[src/inc/tstec_pkg.sv]
// Constants for the timeslot test and error counter block
package tstec_pkg;
  // ----------------------------------------------------------------
  // Register pages
  // ----------------------------------------------------------------
  localparam logic [3:0] PG_CTRL = 4'h1;
  localparam logic [3:0] PG_COUNT = 4'h4;
  localparam logic [3:0] PG_SIG_LO = 4'h5;
  localparam logic [3:0] PG_SIG_HI = 4'h6;
  localparam logic [3:0] PG_CHAN_LO = 4'hA;
  localparam logic [3:0] PG_CHAN_HI = 4'hB;
  // ----------------------------------------------------------------
  // Offsets on the counter page
  // ----------------------------------------------------------------
  localparam logic [4:0] OFS_PRBS_ERR = 5'h10;
  localparam logic [4:0] OFS_PRBS_MF = 5'h11;
  localparam logic [4:0] OFS_LCV_A = 5'h16;
  localparam logic [4:0] OFS_LCV_B = 5'h17;
  localparam logic [4:0] OFS_CRC_A = 5'h18;
  localparam logic [4:0] OFS_CRC_B = 5'h19;
  localparam logic [4:0] OFS_EVT_LATCH = 5'h1F;
  // ----------------------------------------------------------------
  // Offsets on the control page
  // ----------------------------------------------------------------
  localparam logic [4:0] OFS_LINE_CFG = 5'h12;
  localparam logic [4:0] OFS_SEQ_CFG = 5'h13;
  localparam logic [4:0] OFS_MSG_BYTE = 5'h14;
  localparam logic [4:0] OFS_ERR_INS = 5'h19;
  localparam logic [4:0] OFS_RESET_CTRL = 5'h1A;
  localparam logic [4:0] OFS_EVT_MASK = 5'h1D;
  // ----------------------------------------------------------------
  // Field positions
  // ----------------------------------------------------------------
  localparam int BIT_EXZ_EN = 5;
  localparam int BIT_OOF_PAUSE = 2;
  localparam int BIT_CNT_CLEAR = 4;
  localparam int BIT_SEQ_SEL = 0;
  localparam int EI_BPV = 0;
  localparam int EI_CRC = 1;
  localparam int EI_FRM1 = 2;
  localparam int EI_FRM2 = 3;
  localparam int EI_PAYLOAD = 4;
  localparam int EI_LOSS = 5;
  localparam int PC_NO_ROB = 0;
  localparam int PC_SIG_UP = 1;
  localparam int PC_RX_TEST = 2;
  localparam int PC_TX_TEST = 3;
  localparam int PC_LOCAL_LB = 4;
  localparam int PC_REMOTE_LB = 5;
  localparam int PC_INVERT = 6;
  localparam int PC_MSG = 7;
  localparam int EV_LCV_ONE = 0;
  localparam int EV_LCV_OVF = 1;
  localparam int EV_CRC_ONE = 2;
  localparam int EV_CRC_OVF = 3;
  localparam int EV_PRBS_OVF = 4;
  localparam int EV_MF_OVF = 5;
  // ----------------------------------------------------------------
  // Counts, sizes and reset values
  // ----------------------------------------------------------------
  localparam logic [4:0] T1_CHANNELS = 5'd24;
  localparam int NUM_CHAN = 32;
  localparam logic [3:0] ZERO_LIMIT_HDB3 = 4'd3;
  localparam logic [3:0] ZERO_LIMIT_PLAIN = 4'd15;
  localparam logic [14:0] PRBS_SEED = 15'h7fff;
  localparam logic [7:0] RST_BYTE = 8'h00;
  localparam logic [2:0] MW_LEN_T1 = 3'd7;
  localparam logic [2:0] MW_LEN_E1 = 3'd6;
  localparam logic [7:0] MW_T1 [8] = '{8'h1e, 8'h0b, 8'h0b, 8'h1e, 8'h9e, 8'h8b, 8'h8b, 8'h9e};
  localparam logic [7:0] MW_E1 [8] = '{8'h34, 8'h21, 8'h21, 8'h34, 8'hb4, 8'ha1, 8'hb1, 8'h00};
endpackage : tstec_pkg

[src/design/tstec_counter.sv]
// Byte-addressable error counter with preset, clear and event pulses
`timescale 1ns/1ps
module tstec_counter
  import tstec_pkg::*;
#(
  parameter int W = 16
) (
  input wire logic clk_sys,
  input wire logic nrst,
  input wire logic clrHold,
  input wire logic incPulse,
  input wire logic wrLo,
  input wire logic wrHi,
  input wire logic [7:0] wrData,
  output logic [W-1:0] count,
  output logic lsbToggle,
  output logic overflow
);
  logic [W-1:0] count_ff;
  logic [W-1:0] nxt_count;
  logic lsb_ff;
  logic ovf_ff;
  logic doInc;

  assign doInc = incPulse && !clrHold && !wrLo && !wrHi;

  always_comb begin
    nxt_count = count_ff;
    if (clrHold) begin
      nxt_count = '0;
    end else if (wrLo) begin
      nxt_count[7:0] = wrData;
    end else if (wrHi && W > 8) begin
      nxt_count[W-1:W-8] = wrData;
    end else if (doInc) begin
      nxt_count = count_ff + 1'b1;
    end
  end

  always_ff @(posedge clk_sys or negedge nrst) begin
    if (!nrst) begin
      count_ff <= '0;
      lsb_ff <= 1'b0;
      ovf_ff <= 1'b0;
    end else begin
      count_ff <= nxt_count;
      lsb_ff <= doInc;
      ovf_ff <= doInc && (&count_ff);
    end
  end

  assign count = count_ff;
  assign lsbToggle = lsb_ff;
  assign overflow = ovf_ff;
endmodule : tstec_counter

[src/design/tstec_prbs.sv]
// Byte-wide 2^15-1 sequence generator and self-synchronising checker
`timescale 1ns/1ps
module tstec_prbs
  import tstec_pkg::*;
(
  input wire logic clk_sys,
  input wire logic nrst,
  input wire logic genStep,
  input wire logic chkStep,
  input wire logic [7:0] chkByte,
  output logic [7:0] genByte,
  output logic chkErr
);
  logic [14:0] gen_ff;
  logic [14:0] chk_ff;
  logic [7:0] genOut;
  logic [14:0] genNext;
  logic [14:0] chkNext;
  logic chkMiss;

  // Generator and checker share the x^15 + x^14 + 1 feedback, MSB first
  always_comb begin
    genNext = gen_ff;
    chkNext = chk_ff;
    genOut = 8'h00;
    chkMiss = 1'b0;
    for (int i = 7; i >= 0; i--) begin
      genOut[i] = genNext[14] ^ genNext[13];
      genNext = {genNext[13:0], genOut[i]};
      chkMiss = chkMiss | ((chkNext[14] ^ chkNext[13]) != chkByte[i]);
      chkNext = {chkNext[13:0], chkByte[i]};
    end
  end

  always_ff @(posedge clk_sys or negedge nrst) begin
    if (!nrst) begin
      gen_ff <= PRBS_SEED;
      chk_ff <= PRBS_SEED;
    end else begin
      if (genStep) begin
        gen_ff <= genNext;
      end
      if (chkStep) begin
        chk_ff <= chkNext;
      end
    end
  end

  assign genByte = genOut;
  assign chkErr = chkStep && chkMiss;
endmodule : tstec_prbs

[src/design/tstec_top.sv]
// Timeslot test, error insertion and error counter logic of the framer
// Operation
// Without excess-zero enable, count only real violations
// With enable, also count excess-zero runs
// Sixteen-bit violation counter, one per violation
// Software writes low byte before high byte
// Pause bit halts violation count while unframed
// E1 violation single and overflow events
// Sixteen-bit CRC-4 counter, one per error
// CRC-4 single and overflow events
// Eight-bit PRBS error counter with overflow event
// Multiframe counter loadable, cleared by PRBS write
// T1 error insertion; forced loss beats coding
// E1 error insertion; forced loss beats coding
// One control byte per channel, 24/32
// T1 clear channel disables bit robbing
// Signaling source microport or backplane input
// Local loop: backplane input to backplane output
// Remote loop: line receive to line transmit
// Software never sets both loops together
// Sequence zero: PRBS transmit and checking
// Sequence one: milliwatt transmit and receive replace
// Inversion of transmit and receive channel data
// Message byte replaces transmit channel data
// Counter clear bit holds all counters zero
// Unmasked event latches bit, drives request low
// Milliwatt bytes cycle one per frame
// Eight-bit counters wrap with overflow event
`timescale 1ns/1ps
module tstec_top
  import tstec_pkg::*;
(
  input wire logic clk_sys,
  input wire logic nrst,
  input wire logic [3:0] cpuPage,
  input wire logic [4:0] cpuAddr,
  input wire logic [7:0] cpuWrData,
  input wire logic cpuWrEn,
  input wire logic cpuRdEn,
  output logic [7:0] cpuRdData,
  input wire logic e1Mode,
  input wire logic hdb3Coding,
  input wire logic termSyncLost,
  input wire logic rxBitValid,
  input wire logic rxBit,
  input wire logic rxViolation,
  input wire logic crcErrEvent,
  input wire logic rxMultiframe,
  input wire logic frameStart,
  input wire logic chanStrobe,
  input wire logic [4:0] chanNum,
  input wire logic robFrame,
  input wire logic robBit,
  input wire logic [7:0] lineRxByte,
  input wire logic [7:0] backplaneTransmitInput,
  input wire logic [3:0] backplaneSignalingInput,
  output logic [7:0] lineTxByte,
  output logic [7:0] backplaneReceiveOutput,
  output logic [3:0] txSignaling,
  output logic chanOutValid,
  output logic forceBipolarViolation,
  output logic forceCrcError,
  output logic forceTerminalFramingBitError,
  output logic forceSignalingFramingBitError,
  output logic forceAlignmentWordError,
  output logic forceNonAlignmentWordError,
  output logic forceSignalLoss,
  output logic txCodingEnable,
  output logic irqN
);
  // ----------------------------------------------------------------
  // Register decode
  // ----------------------------------------------------------------
  function automatic logic hit(input logic [3:0] pg, input logic [4:0] ofs, input logic [3:0] cp,
                               input logic [4:0] ca);
    return (cp == pg) && (ca == ofs);
  endfunction : hit

  logic [7:0] chanCtrl_ff [NUM_CHAN];
  logic [3:0] sigStore_ff [NUM_CHAN];
  logic [7:0] lineCfg_ff, seqCfg_ff, msgByte_ff, errIns_ff, resetCtrl_ff, evtMask_ff;
  logic [5:0] evtLatch_ff;
  logic [7:0] rdData_ff;
  logic irqN_ff;
  logic [4:0] zeroRun_ff;
  logic [2:0] mwIdx_ff;
  logic [7:0] lineTx_ff, bpRx_ff;
  logic [3:0] txSig_ff;
  logic chanValid_ff;
  logic [7:0] forceOut_ff;

  logic wrPrbs, wrMf, wrLcvA, wrLcvB, wrCrcA, wrCrcB, rdLatch;
  logic chanPage, sigPage;
  logic [4:0] cpuChan;
  assign wrPrbs = cpuWrEn && hit(PG_COUNT, OFS_PRBS_ERR, cpuPage, cpuAddr);
  assign wrMf = cpuWrEn && hit(PG_COUNT, OFS_PRBS_MF, cpuPage, cpuAddr);
  assign wrLcvA = cpuWrEn && hit(PG_COUNT, OFS_LCV_A, cpuPage, cpuAddr);
  assign wrLcvB = cpuWrEn && hit(PG_COUNT, OFS_LCV_B, cpuPage, cpuAddr);
  assign wrCrcA = cpuWrEn && hit(PG_COUNT, OFS_CRC_A, cpuPage, cpuAddr);
  assign wrCrcB = cpuWrEn && hit(PG_COUNT, OFS_CRC_B, cpuPage, cpuAddr);
  assign rdLatch = cpuRdEn && hit(PG_COUNT, OFS_EVT_LATCH, cpuPage, cpuAddr);
  assign chanPage = ((cpuPage == PG_CHAN_LO) || (cpuPage == PG_CHAN_HI)) && !cpuAddr[4];
  assign sigPage = ((cpuPage == PG_SIG_LO) || (cpuPage == PG_SIG_HI)) && !cpuAddr[4];
  assign cpuChan = {cpuPage == PG_CHAN_HI || cpuPage == PG_SIG_HI, cpuAddr[3:0]};

  // ----------------------------------------------------------------
  // Control registers
  // ----------------------------------------------------------------
  always_ff @(posedge clk_sys or negedge nrst) begin
    if (!nrst) begin
      lineCfg_ff <= RST_BYTE;
      seqCfg_ff <= RST_BYTE;
      msgByte_ff <= RST_BYTE;
      errIns_ff <= RST_BYTE;
      resetCtrl_ff <= RST_BYTE;
      evtMask_ff <= RST_BYTE;
    end else if (cpuWrEn && cpuPage == PG_CTRL) begin
      if (cpuAddr == OFS_LINE_CFG) lineCfg_ff <= cpuWrData;
      if (cpuAddr == OFS_SEQ_CFG) seqCfg_ff <= cpuWrData;
      if (cpuAddr == OFS_MSG_BYTE) msgByte_ff <= cpuWrData;
      if (cpuAddr == OFS_ERR_INS) errIns_ff <= cpuWrData;
      if (cpuAddr == OFS_RESET_CTRL) resetCtrl_ff <= cpuWrData;
      if (cpuAddr == OFS_EVT_MASK) evtMask_ff <= cpuWrData;
    end
  end

  // One control byte and one signaling nibble per channel
  genvar g;
  generate
    for (g = 0; g < NUM_CHAN; g++) begin : gChan
      always_ff @(posedge clk_sys or negedge nrst) begin
        if (!nrst) begin
          chanCtrl_ff[g] <= RST_BYTE;
          sigStore_ff[g] <= 4'h0;
        end else begin
          if (cpuWrEn && chanPage && cpuChan == 5'(g)) chanCtrl_ff[g] <= cpuWrData;
          if (cpuWrEn && sigPage && cpuChan == 5'(g)) sigStore_ff[g] <= cpuWrData[3:0];
        end
      end
    end
  endgenerate

  logic exzEn, oofPause, cntClear, seqMw;
  assign exzEn = lineCfg_ff[BIT_EXZ_EN];
  assign oofPause = resetCtrl_ff[BIT_OOF_PAUSE];
  assign cntClear = resetCtrl_ff[BIT_CNT_CLEAR];
  assign seqMw = seqCfg_ff[BIT_SEQ_SEL];

  // ----------------------------------------------------------------
  // Excess-zero detection and counters
  // ----------------------------------------------------------------
  logic [3:0] zeroLimit;
  logic exzEvent, lcvInc;
  assign zeroLimit = hdb3Coding ? ZERO_LIMIT_HDB3 : ZERO_LIMIT_PLAIN;
  // One event per run, on the first zero past the limit
  assign exzEvent = rxBitValid && !rxBit && (zeroRun_ff == {1'b0, zeroLimit});
  assign lcvInc = (rxViolation || (exzEn && exzEvent)) && !(oofPause && termSyncLost);

  always_ff @(posedge clk_sys or negedge nrst) begin
    if (!nrst) begin
      zeroRun_ff <= 5'h00;
    end else if (rxBitValid) begin
      // Saturate above the longest limit so a long run fires once
      zeroRun_ff <= rxBit ? 5'h00 : (zeroRun_ff[4] ? zeroRun_ff : zeroRun_ff + 5'h01);
    end
  end

  logic [15:0] lcvCount, crcCount;
  logic [7:0] prbsCount, mfCount;
  logic lcvOne, lcvOvf, crcOne, crcOvf, prbsOvf, mfOvf, prbsErr;

  tstec_counter #(.W(16)) uLcv (
    .clk_sys(clk_sys), .nrst(nrst), .clrHold(cntClear), .incPulse(lcvInc), .wrLo(wrLcvA), .wrHi(wrLcvB),
    .wrData(cpuWrData), .count(lcvCount), .lsbToggle(lcvOne), .overflow(lcvOvf));
  tstec_counter #(.W(16)) uCrc (
    .clk_sys(clk_sys), .nrst(nrst), .clrHold(cntClear), .incPulse(crcErrEvent && e1Mode), .wrLo(wrCrcA),
    .wrHi(wrCrcB), .wrData(cpuWrData), .count(crcCount), .lsbToggle(crcOne), .overflow(crcOvf));
  tstec_counter #(.W(8)) uPrbs (
    .clk_sys(clk_sys), .nrst(nrst), .clrHold(cntClear), .incPulse(prbsErr), .wrLo(wrPrbs), .wrHi(1'b0),
    .wrData(cpuWrData), .count(prbsCount), .lsbToggle(), .overflow(prbsOvf));
  tstec_counter #(.W(8)) uMf (
    .clk_sys(clk_sys), .nrst(nrst), .clrHold(cntClear || wrPrbs), .incPulse(rxMultiframe), .wrLo(wrMf),
    .wrHi(1'b0), .wrData(cpuWrData), .count(mfCount), .lsbToggle(), .overflow(mfOvf));

  // ----------------------------------------------------------------
  // Event latch and request
  // ----------------------------------------------------------------
  logic [5:0] evtRaw, nxt_evtLatch;
  assign evtRaw = {mfOvf, prbsOvf, crcOvf, crcOne, lcvOvf && e1Mode, lcvOne && e1Mode};
  // A new event wins over the clear-on-read
  assign nxt_evtLatch = (rdLatch ? 6'h00 : evtLatch_ff) | (evtRaw & evtMask_ff[5:0]);

  always_ff @(posedge clk_sys or negedge nrst) begin
    if (!nrst) begin
      evtLatch_ff <= 6'h00;
      irqN_ff <= 1'b1;
    end else begin
      evtLatch_ff <= nxt_evtLatch;
      irqN_ff <= ~(|nxt_evtLatch);
    end
  end

  // ----------------------------------------------------------------
  // Register read
  // ----------------------------------------------------------------
  logic [7:0] rdMux;
  always_comb begin
    rdMux = 8'h00;
    if (chanPage) begin
      rdMux = chanCtrl_ff[cpuChan];
    end else if (sigPage) begin
      rdMux = {4'h0, sigStore_ff[cpuChan]};
    end else if (cpuPage == PG_COUNT) begin
      unique case (cpuAddr)
        OFS_PRBS_ERR: rdMux = prbsCount;
        OFS_PRBS_MF: rdMux = mfCount;
        OFS_LCV_A: rdMux = lcvCount[7:0];
        OFS_LCV_B: rdMux = lcvCount[15:8];
        OFS_CRC_A: rdMux = crcCount[7:0];
        OFS_CRC_B: rdMux = crcCount[15:8];
        OFS_EVT_LATCH: rdMux = {2'b00, evtLatch_ff};
        default: rdMux = 8'h00;
      endcase
    end else if (cpuPage == PG_CTRL) begin
      unique case (cpuAddr)
        OFS_LINE_CFG: rdMux = lineCfg_ff;
        OFS_SEQ_CFG: rdMux = seqCfg_ff;
        OFS_MSG_BYTE: rdMux = msgByte_ff;
        OFS_ERR_INS: rdMux = errIns_ff;
        OFS_RESET_CTRL: rdMux = resetCtrl_ff;
        OFS_EVT_MASK: rdMux = evtMask_ff;
        default: rdMux = 8'h00;
      endcase
    end
  end

  always_ff @(posedge clk_sys or negedge nrst) begin
    if (!nrst) begin
      rdData_ff <= 8'h00;
    end else if (cpuRdEn) begin
      rdData_ff <= rdMux;
    end
  end

  // ----------------------------------------------------------------
  // Per-channel datapath
  // ----------------------------------------------------------------
  logic [7:0] ctl, prbsByte, mwByte, txSel, rxSel;
  logic chanOk, txTest, rxTest, robOn;
  assign chanOk = chanStrobe && (e1Mode || chanNum < T1_CHANNELS);
  assign ctl = chanCtrl_ff[chanNum];
  assign txTest = chanOk && ctl[PC_TX_TEST];
  assign rxTest = chanOk && ctl[PC_RX_TEST];

  tstec_prbs uSeq (
    .clk_sys(clk_sys), .nrst(nrst), .genStep(txTest && !seqMw), .chkStep(rxTest && !seqMw),
    .chkByte(lineRxByte), .genByte(prbsByte), .chkErr(prbsErr));

  assign mwByte = e1Mode ? MW_E1[mwIdx_ff] : MW_T1[mwIdx_ff];
  always_ff @(posedge clk_sys or negedge nrst) begin
    if (!nrst) begin
      mwIdx_ff <= 3'd0;
    end else if (frameStart) begin
      mwIdx_ff <= (mwIdx_ff >= (e1Mode ? MW_LEN_E1 : MW_LEN_T1)) ? 3'd0 : mwIdx_ff + 3'd1;
    end
  end

  // Transmit: loop, test, message, inversion, payload error, forced loss
  always_comb begin
    txSel = ctl[PC_REMOTE_LB] ? lineRxByte : backplaneTransmitInput;
    if (ctl[PC_TX_TEST]) txSel = seqMw ? mwByte : prbsByte;
    if (ctl[PC_MSG]) txSel = msgByte_ff;
    if (ctl[PC_INVERT]) txSel = ~txSel;
    if (errIns_ff[EI_PAYLOAD]) txSel[0] = ~txSel[0];
    if (errIns_ff[EI_LOSS]) txSel = 8'h00;
  end

  // Backplane receive: loop, milliwatt replace, inversion
  always_comb begin
    rxSel = ctl[PC_LOCAL_LB] ? backplaneTransmitInput : lineRxByte;
    if (ctl[PC_RX_TEST] && seqMw) rxSel = mwByte;
    if (ctl[PC_INVERT]) rxSel = ~rxSel;
  end

  assign robOn = !e1Mode && !ctl[PC_NO_ROB] && robFrame;

  always_ff @(posedge clk_sys or negedge nrst) begin
    if (!nrst) begin
      lineTx_ff <= 8'h00;
      bpRx_ff <= 8'h00;
      txSig_ff <= 4'h0;
      chanValid_ff <= 1'b0;
    end else begin
      chanValid_ff <= chanOk;
      if (chanOk) begin
        lineTx_ff <= (robOn && !errIns_ff[EI_LOSS]) ? {txSel[7:1], robBit} : txSel;
        bpRx_ff <= rxSel;
        txSig_ff <= ctl[PC_SIG_UP] ? sigStore_ff[chanNum] : backplaneSignalingInput;
      end
    end
  end

  // ----------------------------------------------------------------
  // Error insertion outputs
  // ----------------------------------------------------------------
  always_ff @(posedge clk_sys or negedge nrst) begin
    if (!nrst) begin
      forceOut_ff <= 8'h80;
    end else begin
      forceOut_ff <= {~errIns_ff[EI_LOSS], errIns_ff[EI_LOSS],
                      errIns_ff[EI_FRM2] && e1Mode, errIns_ff[EI_FRM1] && e1Mode,
                      errIns_ff[EI_FRM2] && !e1Mode, errIns_ff[EI_FRM1] && !e1Mode,
                      errIns_ff[EI_CRC], errIns_ff[EI_BPV]};
    end
  end

  assign forceBipolarViolation = forceOut_ff[0];
  assign forceCrcError = forceOut_ff[1];
  assign forceTerminalFramingBitError = forceOut_ff[2];
  assign forceSignalingFramingBitError = forceOut_ff[3];
  assign forceAlignmentWordError = forceOut_ff[4];
  assign forceNonAlignmentWordError = forceOut_ff[5];
  assign forceSignalLoss = forceOut_ff[6];
  assign txCodingEnable = forceOut_ff[7];
  assign cpuRdData = rdData_ff;
  assign lineTxByte = lineTx_ff;
  assign backplaneReceiveOutput = bpRx_ff;
  assign txSignaling = txSig_ff;
  assign chanOutValid = chanValid_ff;
  assign irqN = irqN_ff;
endmodule : tstec_top

[config.mk]
export PLATFORM = sky130hd
export DESIGN_NAME = tstec_top
export DESIGN_NICKNAME = d
export VERILOG_FILES = /design/src/inc/tstec_pkg.sv /design/src/design/tstec_counter.sv /design/src/design/tstec_prbs.sv /design/src/design/tstec_top.sv
export SDC_FILE = /design/constraint.sdc
export NUM_CORES = 1
export LEC_CHECK = 0
export BUFFER_PORTS_ARGS = -buffer_cell sky130_fd_sc_hd__buf_4
export CAP_MARGIN = 10
export CORE_ASPECT_RATIO = 0.75
export CORE_UTILIZATION = 41
export DETAILED_ROUTE_END_ITERATION = 6
export REMOVE_ABC_BUFFERS = 1
export SKIP_CTS_REPAIR_TIMING = 1
export SYNTH_ARGS = -nofsm -noshare
export SYNTH_HDL_FRONTEND = slang
export SYNTH_HIERARCHICAL = 1
export SYNTH_SLANG_ARGS = --single-unit
[constraint.sdc]
create_clock -name clk_sys -period 3.6 [get_ports clk_sys]
set_clock_uncertainty 0.05 [all_clocks]
set_input_delay 0.36 -clock clk_sys [delete_from_list [all_inputs] [get_ports clk_sys]]
set_output_delay 0.36 -clock clk_sys [all_outputs]
set_load 0.02 [all_outputs]
==> impl_metrics.ini, run 1 <==
[placed_design]
globalplace.congestion = 0.9124
detailed_place_hpwl_um = 62690
place.port_buffers = 95
pre_cts_slack_ns = 0.1708

[routing]
avgRoutedWirePerCell_um = 27.04
detail_route.drc_violations = 3
dr.pass1.iters = 7
ant_nets = 0
viasPerCell = 6.169
routed_wirelength_um = 91980
initialDrtViolationCount = 1968
route.vias.total = 20990

[logic_synthesis]
warning_count_from_the_yosys_run = 6
syn-mean-instance-area_um2 = 13.72
post_synth_inst_count = 2231
post_synth_instance_area_um2 = 30610

[timing]
holdWs_ns = -0.02905
final_period_minus_worst_setup_slack_ns = 2.898
finalHoldViolCount = 2
rsz0062_at_grt = no
worst_slew_pin_slew_ns = 0.9865
worst_slack_ns = 0.7016
setup_viol_count_final = 0
max_slew_margin_pct = 34.23
tns_ns = 0
max_freq_ghz = 0.3450
period_share_pct = 80.51
finalMaxSlewViolations = 0

[power_and_ir_drop]
power.leakage_nw = 16.05
comb_power_share_pct = 11.9
peakVddDrop_mv = 0.3774
p_clk_share_pct = 42.3
netSwitchingPower_mw = 4.201
power_frac_seq_pct = 45.8
power_per_cell_area_nw_per_um2 = 444.0
power.switching_fraction_pct = 26.84
intPower_mw = 11.45
report.power.total_mw = 15.65

[layout]
area_growth_syn_to_layout_pct = 15.18
number_of_antenna_repair_diodes = 0
fillerInstances = 6401
final_nets = 2453
final_layout_size_suffix_gt1_share_pct = 44.82

[worst_setup_path]
setup.worst_path.end_class = flop
critPathArrivalTime_ns = 3.36
criticalPathCategory = reg2reg
timing.critical_path.fanout_max = 7
crit_required_ns = 4.06
crit_path_start_kind = flop

[min_path]
min_path_type = in2reg

[global_routing]
grt_first_pass_wirelength_um = 139400
grt_start_max_net_pins = 82
grt_pass1_vias = 21000
global_route.usage.total_pct = 24.47
grt_overflow_total = 0
antenna_violations_before_repair = 1

[floorplanning]
floorplan.initialDensity_pct = 41.53
die_height_um = 238.6
fp.dieW_um = 317.5
placementRows = 86
die_area_um2 = 75760
num_io_pins = 96
core_area_um2 = 73710

[clock_tree]
cts_tree = done
path_clk_slew_ns = 0.06
clock_latency_ns = 0.64
clock_sinks = 568
cts_root_buffer = clkbuf_16
cts-buffers-inserted = 59
h_tree_levels = 2
clk_path_buf_depth = 3

[flow_run]
cap_viol_max_count = 0

[status]
outcome = finished, violations left
failed_checks = DRC, hold timing
-- metrics by stage --
step	hold slack, ns	cell area [um2]	cells	util (%)
floorplan	0.01441	29920	2082	-
global placement	0.3401	33010	3276	44.78
detailed placement	0.3589	33020	3277	44.79
CTS	-0.2725	35100	3387	47.63
global route	0.01057	35260	3402	47.83
finish	-0.02905	35260	3402	47.83
-- registers in the layout, indices dropped and copies added (netlist names), 6 cells and up --
register,count
backplaneReceiveOutput,8
chanCtrl_ff,256
cpuRdData,8
errIns_ff,8
evtLatch_ff,6
evtMask_ff,8
forceOut_ff,8
lineCfg_ff,8
lineTxByte,8
msgByte_ff,8
resetCtrl_ff,8
seqCfg_ff,8
sigStore_ff,128
uCrc/count,16
uLcv/count,16
uMf/count,8
uPrbs/count,8
uSeq/chk_ff,15
uSeq/gen_ff,15
-- final timing paths --
kind                                       startpoint             end  slack (ns)  depth (start not counted)
max                                  chanCtrl_ff[133]   lineTxByte[3]        0.70                          9
min                        backplaneSignalingInput[1]  txSignaling[1]       -0.03                          3
max reg2reg                          chanCtrl_ff[133]   lineTxByte[3]        0.70                          9
min reg2reg                              errIns_ff[1]  forceOut_ff[1]        0.37                          0
max in group asynchronous                        nrst  uSeq/chk_ff[8]        2.16                          3
min in group asynchronous                        nrst  uCrc/count[14]        0.31                          2
-- power by group through the flow --
stage | clock network [mW] | logic (mW) | registers (mW)
after floorplan | 0 | 0.947 | 7.16
after global placement | 0 | 1.81 | 7.24
after detailed placement | 0 | 1.85 | 7.26
after CTS | 6.75 | 1.86 | 7.15
after global routing | 6.97 | 2.03 | 7.21
final | 6.62 | 1.87 | 7.16
-- metal layers --
metal	global-route usage (%)	up-vias	routed length [um]
li1	-	8840	-
met1	36.90	11130	42370
met4	5.678	2	1912
met3	6.616	120	8788
met5	0	-	9
met2	34.87	897	38900
-- placed cells by master (no fill, tap or decap), types with 47 or more instances in the layout --
cell / n
clkbuf_16: 61
nand2_1: 91
nand3_1: 48
mux4_2: 223
mux2_2: 473
mux2i_1: 47
buf_4: 212
dfrtp_1: 536
nor2_1: 142
a22oi_1: 47
-- critical path, cell delays in order, from the launching register on --
cell and delay [ns]:
dfrtp_1 0.40, mux4_2 0.48, mux2i_1 0.39, a22oi_1 0.22, o211ai_4 0.15, buf_4 0.23
mux2i_1 0.34, a221oi_1 0.16, xnor2_1 0.15, a22o_1 0.20
-- area by class of cell --
cell class                 count  area (um2)  share of cell area [%]
timing repair buffer         242        2011                   5.703
tap                          968        1211                   3.435
sequential                   568       14250                   40.43
inverter                      35       131.4                  0.3726
clock inverter                27       339.1                  0.9618
multi-input combinational   1479       15560                   44.14
clock buffer                  83        1749                   4.961
(Power assumes the default switching activity.)
==> inputs of run 2 (changes only) <==
==> constraint.sdc (replaced) <==
create_clock -name clk_sys -period 2.8 [get_ports clk_sys]
set_clock_uncertainty 0.05 [all_clocks]
set_input_delay 0.28 -clock clk_sys [delete_from_list [all_inputs] [get_ports clk_sys]]
set_output_delay 0.28 -clock clk_sys [all_outputs]
set_load 0.02 [all_outputs]
==> impl_metrics.ini, run 2 (same netlist as run 1, synthesis figures left out) <==
[routing]
ant_nets = 0
detail_route.wirelength.met1_um = 43660
routed_wirelength_um = 95260
initialDrtViolationCount = 2086
avgRoutedWirePerCell_um = 27.18
route.vias.total = 21440
routed-wl-met3_um = 8596
met2_length_um = 40840
highest_layer = met5
detail_route.drc_violations = 0
dr.pass1.iters = 5
viasPerCell = 6.117

[layout]
area_growth_syn_to_layout_pct = 18.96
mostFrequentLayoutCell = dfrtp_1
largest_registers = chanCtrl_ff (256), sigStore_ff (128)
final_area_um2 = 36410
largest_register_ff_count = 256
final_nets = 2556
final_layout_size_suffix_gt1_share_pct = 47.30
final_cell_mix = dfrtp_1, mux2_2, buf_4, mux4_2, nor2_1
number_of_antenna_repair_diodes = 0
finish.utilization_pct = 49.40
largest_register = chanCtrl_ff

[worst_setup_path]
critPathArrivalTime_ns = 3.26
cell_with_the_largest_stage_delay_on_the_worst_path = mux4_1
worstReg2RegStart = chanCtrl_ff[99]
crit_required_ns = 3.26
critPathMaxStageDelay_ns = 0.51
criticalPathCategory = reg2reg
crit_path_cell_trace = mux4_1 > mux4_2 > mux2_4 > buf_6 > a31oi_4 > buf_6 > a221oi_1 > mux2i_1 > o21ai_1
timing.critical_path.fanout_max = 4
setup.worst_path.end_class = flop
end_point_of_the_critical_path = lineTxByte[7]
rrSetupSlack_ns = -0.004
worst_r2r_path_cells = 9
worstSetupStartpoint = chanCtrl_ff[99]
regToRegEndpoint = lineTxByte[7]
critical-path-top-cell-by-count = buf_6
crit_path_start_kind = flop

[placed_design]
placed_cell_area_um2 = 33940
pre_cts_slack_ns = -0.3428
place.port_buffers = 95
detailed_place_hpwl_um = 66570
globalplace.congestion = 0.9079

[floorplanning]
placementRows = 86
core_area_um2 = 73710
die_area_um2 = 75760
die_height_um = 238.6
fp.dieW_um = 317.5
num_io_pins = 96
floorplan.initialDensity_pct = 41.53

[global_routing]
grt_start_max_net_pins = 102
grt_pass1_vias = 21700
grt_first_pass_wirelength_um = 143600
global_route.usage.total_pct = 25.21
antenna_violations_before_repair = 2
grt_overflow_total = 0

[clock_tree]
clk_path_buf_depth = 3
cts_tree = done
cts_root_buffer = clkbuf_16
cts-buffers-inserted = 58
clock_latency_ns = 0.65
path_clk_slew_ns = 0.07
h_tree_levels = 2
clock_sinks = 568

[timing]
max_freq_ghz = 0.3567
rsz0062_at_grt = yes
max_slew_margin_pct = 31.62
worst_slack_ns = -0.003673
tns_ns = -0.003673
holdWs_ns = -0.01542
worst_slew_pin_slew_ns = 1.026
period_share_pct = 100.1
setup_viol_count_final = 1
finalMaxSlewViolations = 0
final_period_minus_worst_setup_slack_ns = 2.804
finalHoldViolCount = 1

[min_path]
min_path_type = in2reg

[status]
failed_checks = hold timing, setup timing
outcome = finished, violations left

[power_and_ir_drop]
power_per_cell_area_nw_per_um2 = 560.6
power.leakage_nw = 16.65
peakVddDrop_mv = 0.4726

[flow_run]
cap_viol_max_count = 0
run 2: cell count changes in the layout (fill, tap and decap cells not counted), sizes merged:
cell / delta
buf: +98
dlygate4sd3: +5
bufinv: +3
clkbuf: -3
clkinv: -5
inv: +4
clkinvlp: +1
run 2: layout make-up:
| cell class | count | area, um2 |
|---|---|---|
| Fill cell | 6354 | 37300 |
| Multi-Input combinational cell | 1479 | 15640 |
| Sequential cell | 568 | 14250 |
| Timing Repair Buffer | 346 | 3087 |
| Clock buffer | 79 | 1632 |
| Tap cell | 968 | 1211 |
| Clock inverter | 30 | 457.9 |
| Inverter | 35 | 131.4 |
run 2: how the worst min path moves through the flow:
stage | start | end | depth (start not counted)
detailed placement | nrst | uCrc/count[10] | 1
CTS | nrst | uCrc/count[9] | 1
global placement | nrst | uCrc/count[10] | 1
global route | robBit | lineTxByte[0] | 4
floorplan | nrst | backplaneReceiveOutput[0] | 0
finish | robBit | lineTxByte[0] | 4
run 2: worst max-delay path, delay by kind of cell, from the launching register on:
family                 cells  cell delay (ns)
DFF                        1             0.40
AOI/OAI and AO/OA          3             0.39
buffers and inverters      2             0.32
muxes                      4             1.51
run 2: power breakdown:
group | internal, mW | switching [mW] | total [mW]
Combinational | 1.18 | 1.39 | 2.57
Clock | 5.04 | 3.58 | 8.62
Sequential | 8.66 | 0.561 | 9.22
run 2: routing by layer:
metal / vias up / GRT usage, %
li1: 9043 / -
met1: 11340 / 37.56
met2: 924 / 36.12
met3: 128 / 6.887
met4: 2 / 6.428
met5: - / 0
run 2: through the flow:
stage	std cells	total power, mW
global placement	3367	11.76
global route	3505	21.14
detailed placement	3367	11.85
CTS	3476	20.46
finish	3505	20.41
floorplan	2082	10.42
==> inputs of run 3 (changes only) <==
==> constraint.sdc (replaced) <==
create_clock -name clk_sys -period 2.8 [get_ports clk_sys]
set_clock_uncertainty 0.05 [all_clocks]
set_input_delay 0 -clock clk_sys [delete_from_list [all_inputs] [get_ports clk_sys]]
set_output_delay 0 -clock clk_sys [all_outputs]
set_load 0.02 [all_outputs]
==> impl_metrics.ini, run 3 (same netlist as run 1, synthesis figures left out) <==
[floorplanning]
die_area_um2 = 75760
core_area_um2 = 73710
placementRows = 86
floorplan.initialDensity_pct = 41.53
num_io_pins = 96
die_height_um = 238.6
fp.dieW_um = 317.5

[clock_tree]
cts-buffers-inserted = 58
cts_root_buffer = clkbuf_16
clock_latency_ns = 0.64
cts_tree = done
clk_path_buf_depth = 3
path_clk_slew_ns = 0.07
clock_sinks = 568
h_tree_levels = 2

[layout]
largest_register = chanCtrl_ff
final-instance-count-excl-fill = 3472
largest_register_ff_count = 256
largest_registers = chanCtrl_ff (256), sigStore_ff (128)
final_area_um2 = 35890
mostFrequentLayoutCell = dfrtp_1
final_nets = 2523
number_of_antenna_repair_diodes = 0
final_cell_mix = dfrtp_1, mux2_2, buf_4, mux4_2, nor2_1
final_layout_size_suffix_gt1_share_pct = 45.73
area_growth_syn_to_layout_pct = 17.25

[routing]
avgRoutedWirePerCell_um = 27.49
initialDrtViolationCount = 2115
routed_wirelength_um = 95450
dr.pass1.iters = 7
ant_nets = 0
route.vias.total = 21410
detail_route.drc_violations = 0
viasPerCell = 6.165

[global_routing]
antenna_violations_before_repair = 5
grt_first_pass_wirelength_um = 142200
grt_start_max_net_pins = 85
grt_pass1_vias = 21410
grt_overflow_total = 0
global_route.usage.total_pct = 25.04

[worst_setup_path]
worstReg2RegStart = chanCtrl_ff[11]
regToRegEndpoint = lineTxByte[2]
critPathArrivalTime_ns = 3.28
criticalPathCategory = reg2reg
crit_path_cell_trace = mux4_2 > mux4_2 > mux2_4 > and2_4 > buf_6 > a221oi_4 > mux2i_1 > o21ai_1
critical-path-top-cell-by-count = mux4_2
crit_required_ns = 3.26
worst_r2r_path_cells = 8
timing.critical_path.fanout_max = 5
critPathMaxStageDelay_ns = 0.49
cell_with_the_largest_stage_delay_on_the_worst_path = mux4_2
cp_top_family = multiplexers
rrSetupSlack_ns = -0.02
setup.worst_path.end_class = flop
critical_path_buf_inv_count = 1
crit_path_start_kind = flop

[placed_design]
placed_cell_area_um2 = 33500
place.port_buffers = 95
detailed_place_hpwl_um = 65630
place.detailed.instances = 3320
globalplace.congestion = 0.8925
pre_cts_slack_ns = -0.1085

[timing]
tns_ns = -0.01520
final_period_minus_worst_setup_slack_ns = 2.815
period_share_pct = 100.5
setup_viol_count_final = 1
worst_slack_ns = -0.01520
finalHoldViolCount = 0
max_freq_ghz = 0.3552
max_slew_margin_pct = 32.55
finalMaxSlewViolations = 0
worst_slew_pin_slew_ns = 1.012
rsz0062_at_grt = yes

[min_path]
min-delay-start = cpuWrData[0]
min_path_type = in2reg
worstHoldEndpoint = uLcv/count[0]
worst_hold_path.num_cells = 3

[power_and_ir_drop]
comb_power_share_pct = 12.9
power.switching_fraction_pct = 27.57
power.leakage_nw = 16.34
netSwitchingPower_mw = 5.433
power_frac_seq_pct = 46.8
peakVddDrop_mv = 0.5132
p_clk_share_pct = 40.4
power_per_cell_area_nw_per_um2 = 549.0
report.power.total_mw = 19.70
intPower_mw = 14.27

[flow_run]
cap_viol_max_count = 0

[status]
outcome = finished, violations left
failed_checks = setup timing
[run 3: cell count changes in the layout (fill, tap and decap cells not counted), moves of 2 or more]
cell | before | now
dlygate4sd3_1 | 20 | 41
clkinv_2 | 4 | 14
a221oi_2 | 1 | 3
o21ai_0 | 30 | 32
buf_4 | 286 | 244
buf_6 | 7 | 3
bufinv_16 | 10 | 4
inv_6 | 5 | 2
a221oi_4 | 3 | 1
buf_12 | 31 | 24
[run 3: per-stage QoR]
step / utilization (%) / hold slack (ns)
6_report: 48.69 / 0.01717
5_1_grt: 48.69 / 0.02654
4_1_cts: 48.05 / -0.6367
3_5_place_dp: 45.45 / 0.05037
3_3_place_gp: 45.45 / 0.03326
2_1_floorplan: - / -0.3456
[run 3: worst max-delay path by stage]
stage / slack, ns / start / cells after the start / endpoint
after CTS: -0.04 / chanCtrl_ff[43] / 8 / lineTxByte[2]
after detailed placement: -0.11 / chanNum[1] / 12 / uPrbs/count[1]
after global routing: -0.09 / chanCtrl_ff[3] / 8 / lineTxByte[2]
final: -0.02 / chanCtrl_ff[11] / 8 / lineTxByte[2]
after global placement: -0.07 / chanNum[1] / 12 / uPrbs/count[1]
after floorplan: -1.13 / chanNum[3] / 8 / uPrbs/count[1]
[run 3: layout make-up]
cell class / instances / area [um2]
Sequential cell: 568 / 14250
Clock inverter: 30 / 289.0
Timing Repair Buffer: 313 / 2771
Fill cell: 6294 / 37820
Tap cell: 968 / 1211
Clock buffer: 79 / 1632
Inverter: 35 / 131.4
Multi-Input combinational cell: 1479 / 15600
[run 3: power groups by stage]
stage	clock network [mW]	logic, mW	registers, mW
6_report	7.96	2.53	9.21
5_1_grt	8.44	2.74	9.27
4_1_cts	8.10	2.47	9.20
3_5_place_dp	0	2.46	9.35
3_3_place_gp	0	2.40	9.31
2_1_floorplan	0	1.22	9.21
[run 3: worst register-to-register path: stages (launching register included)]
cell and delay, ns:
dfrtp_1 0.39, mux4_2 0.49, mux4_2 0.49, mux2_4 0.34, and2_4 0.19, buf_6 0.13
a221oi_4 0.29, mux2i_1 0.23, o21ai_1 0.09
[run 3: metal layers]
| layer | part of all wire [%] | wire [um] | track usage, % | up-vias |
|---|---|---|---|---|
| met5 | 0.042 | 40 | 0 | - |
| met4 | 2.1 | 2005 | 6.193 | 8 |
| met3 | 9.5 | 9033 | 7.506 | 144 |
| met2 | 43 | 41280 | 36.28 | 942 |
| met1 | 45 | 43090 | 36.60 | 11320 |
| li1 | - | - | - | 8990 |
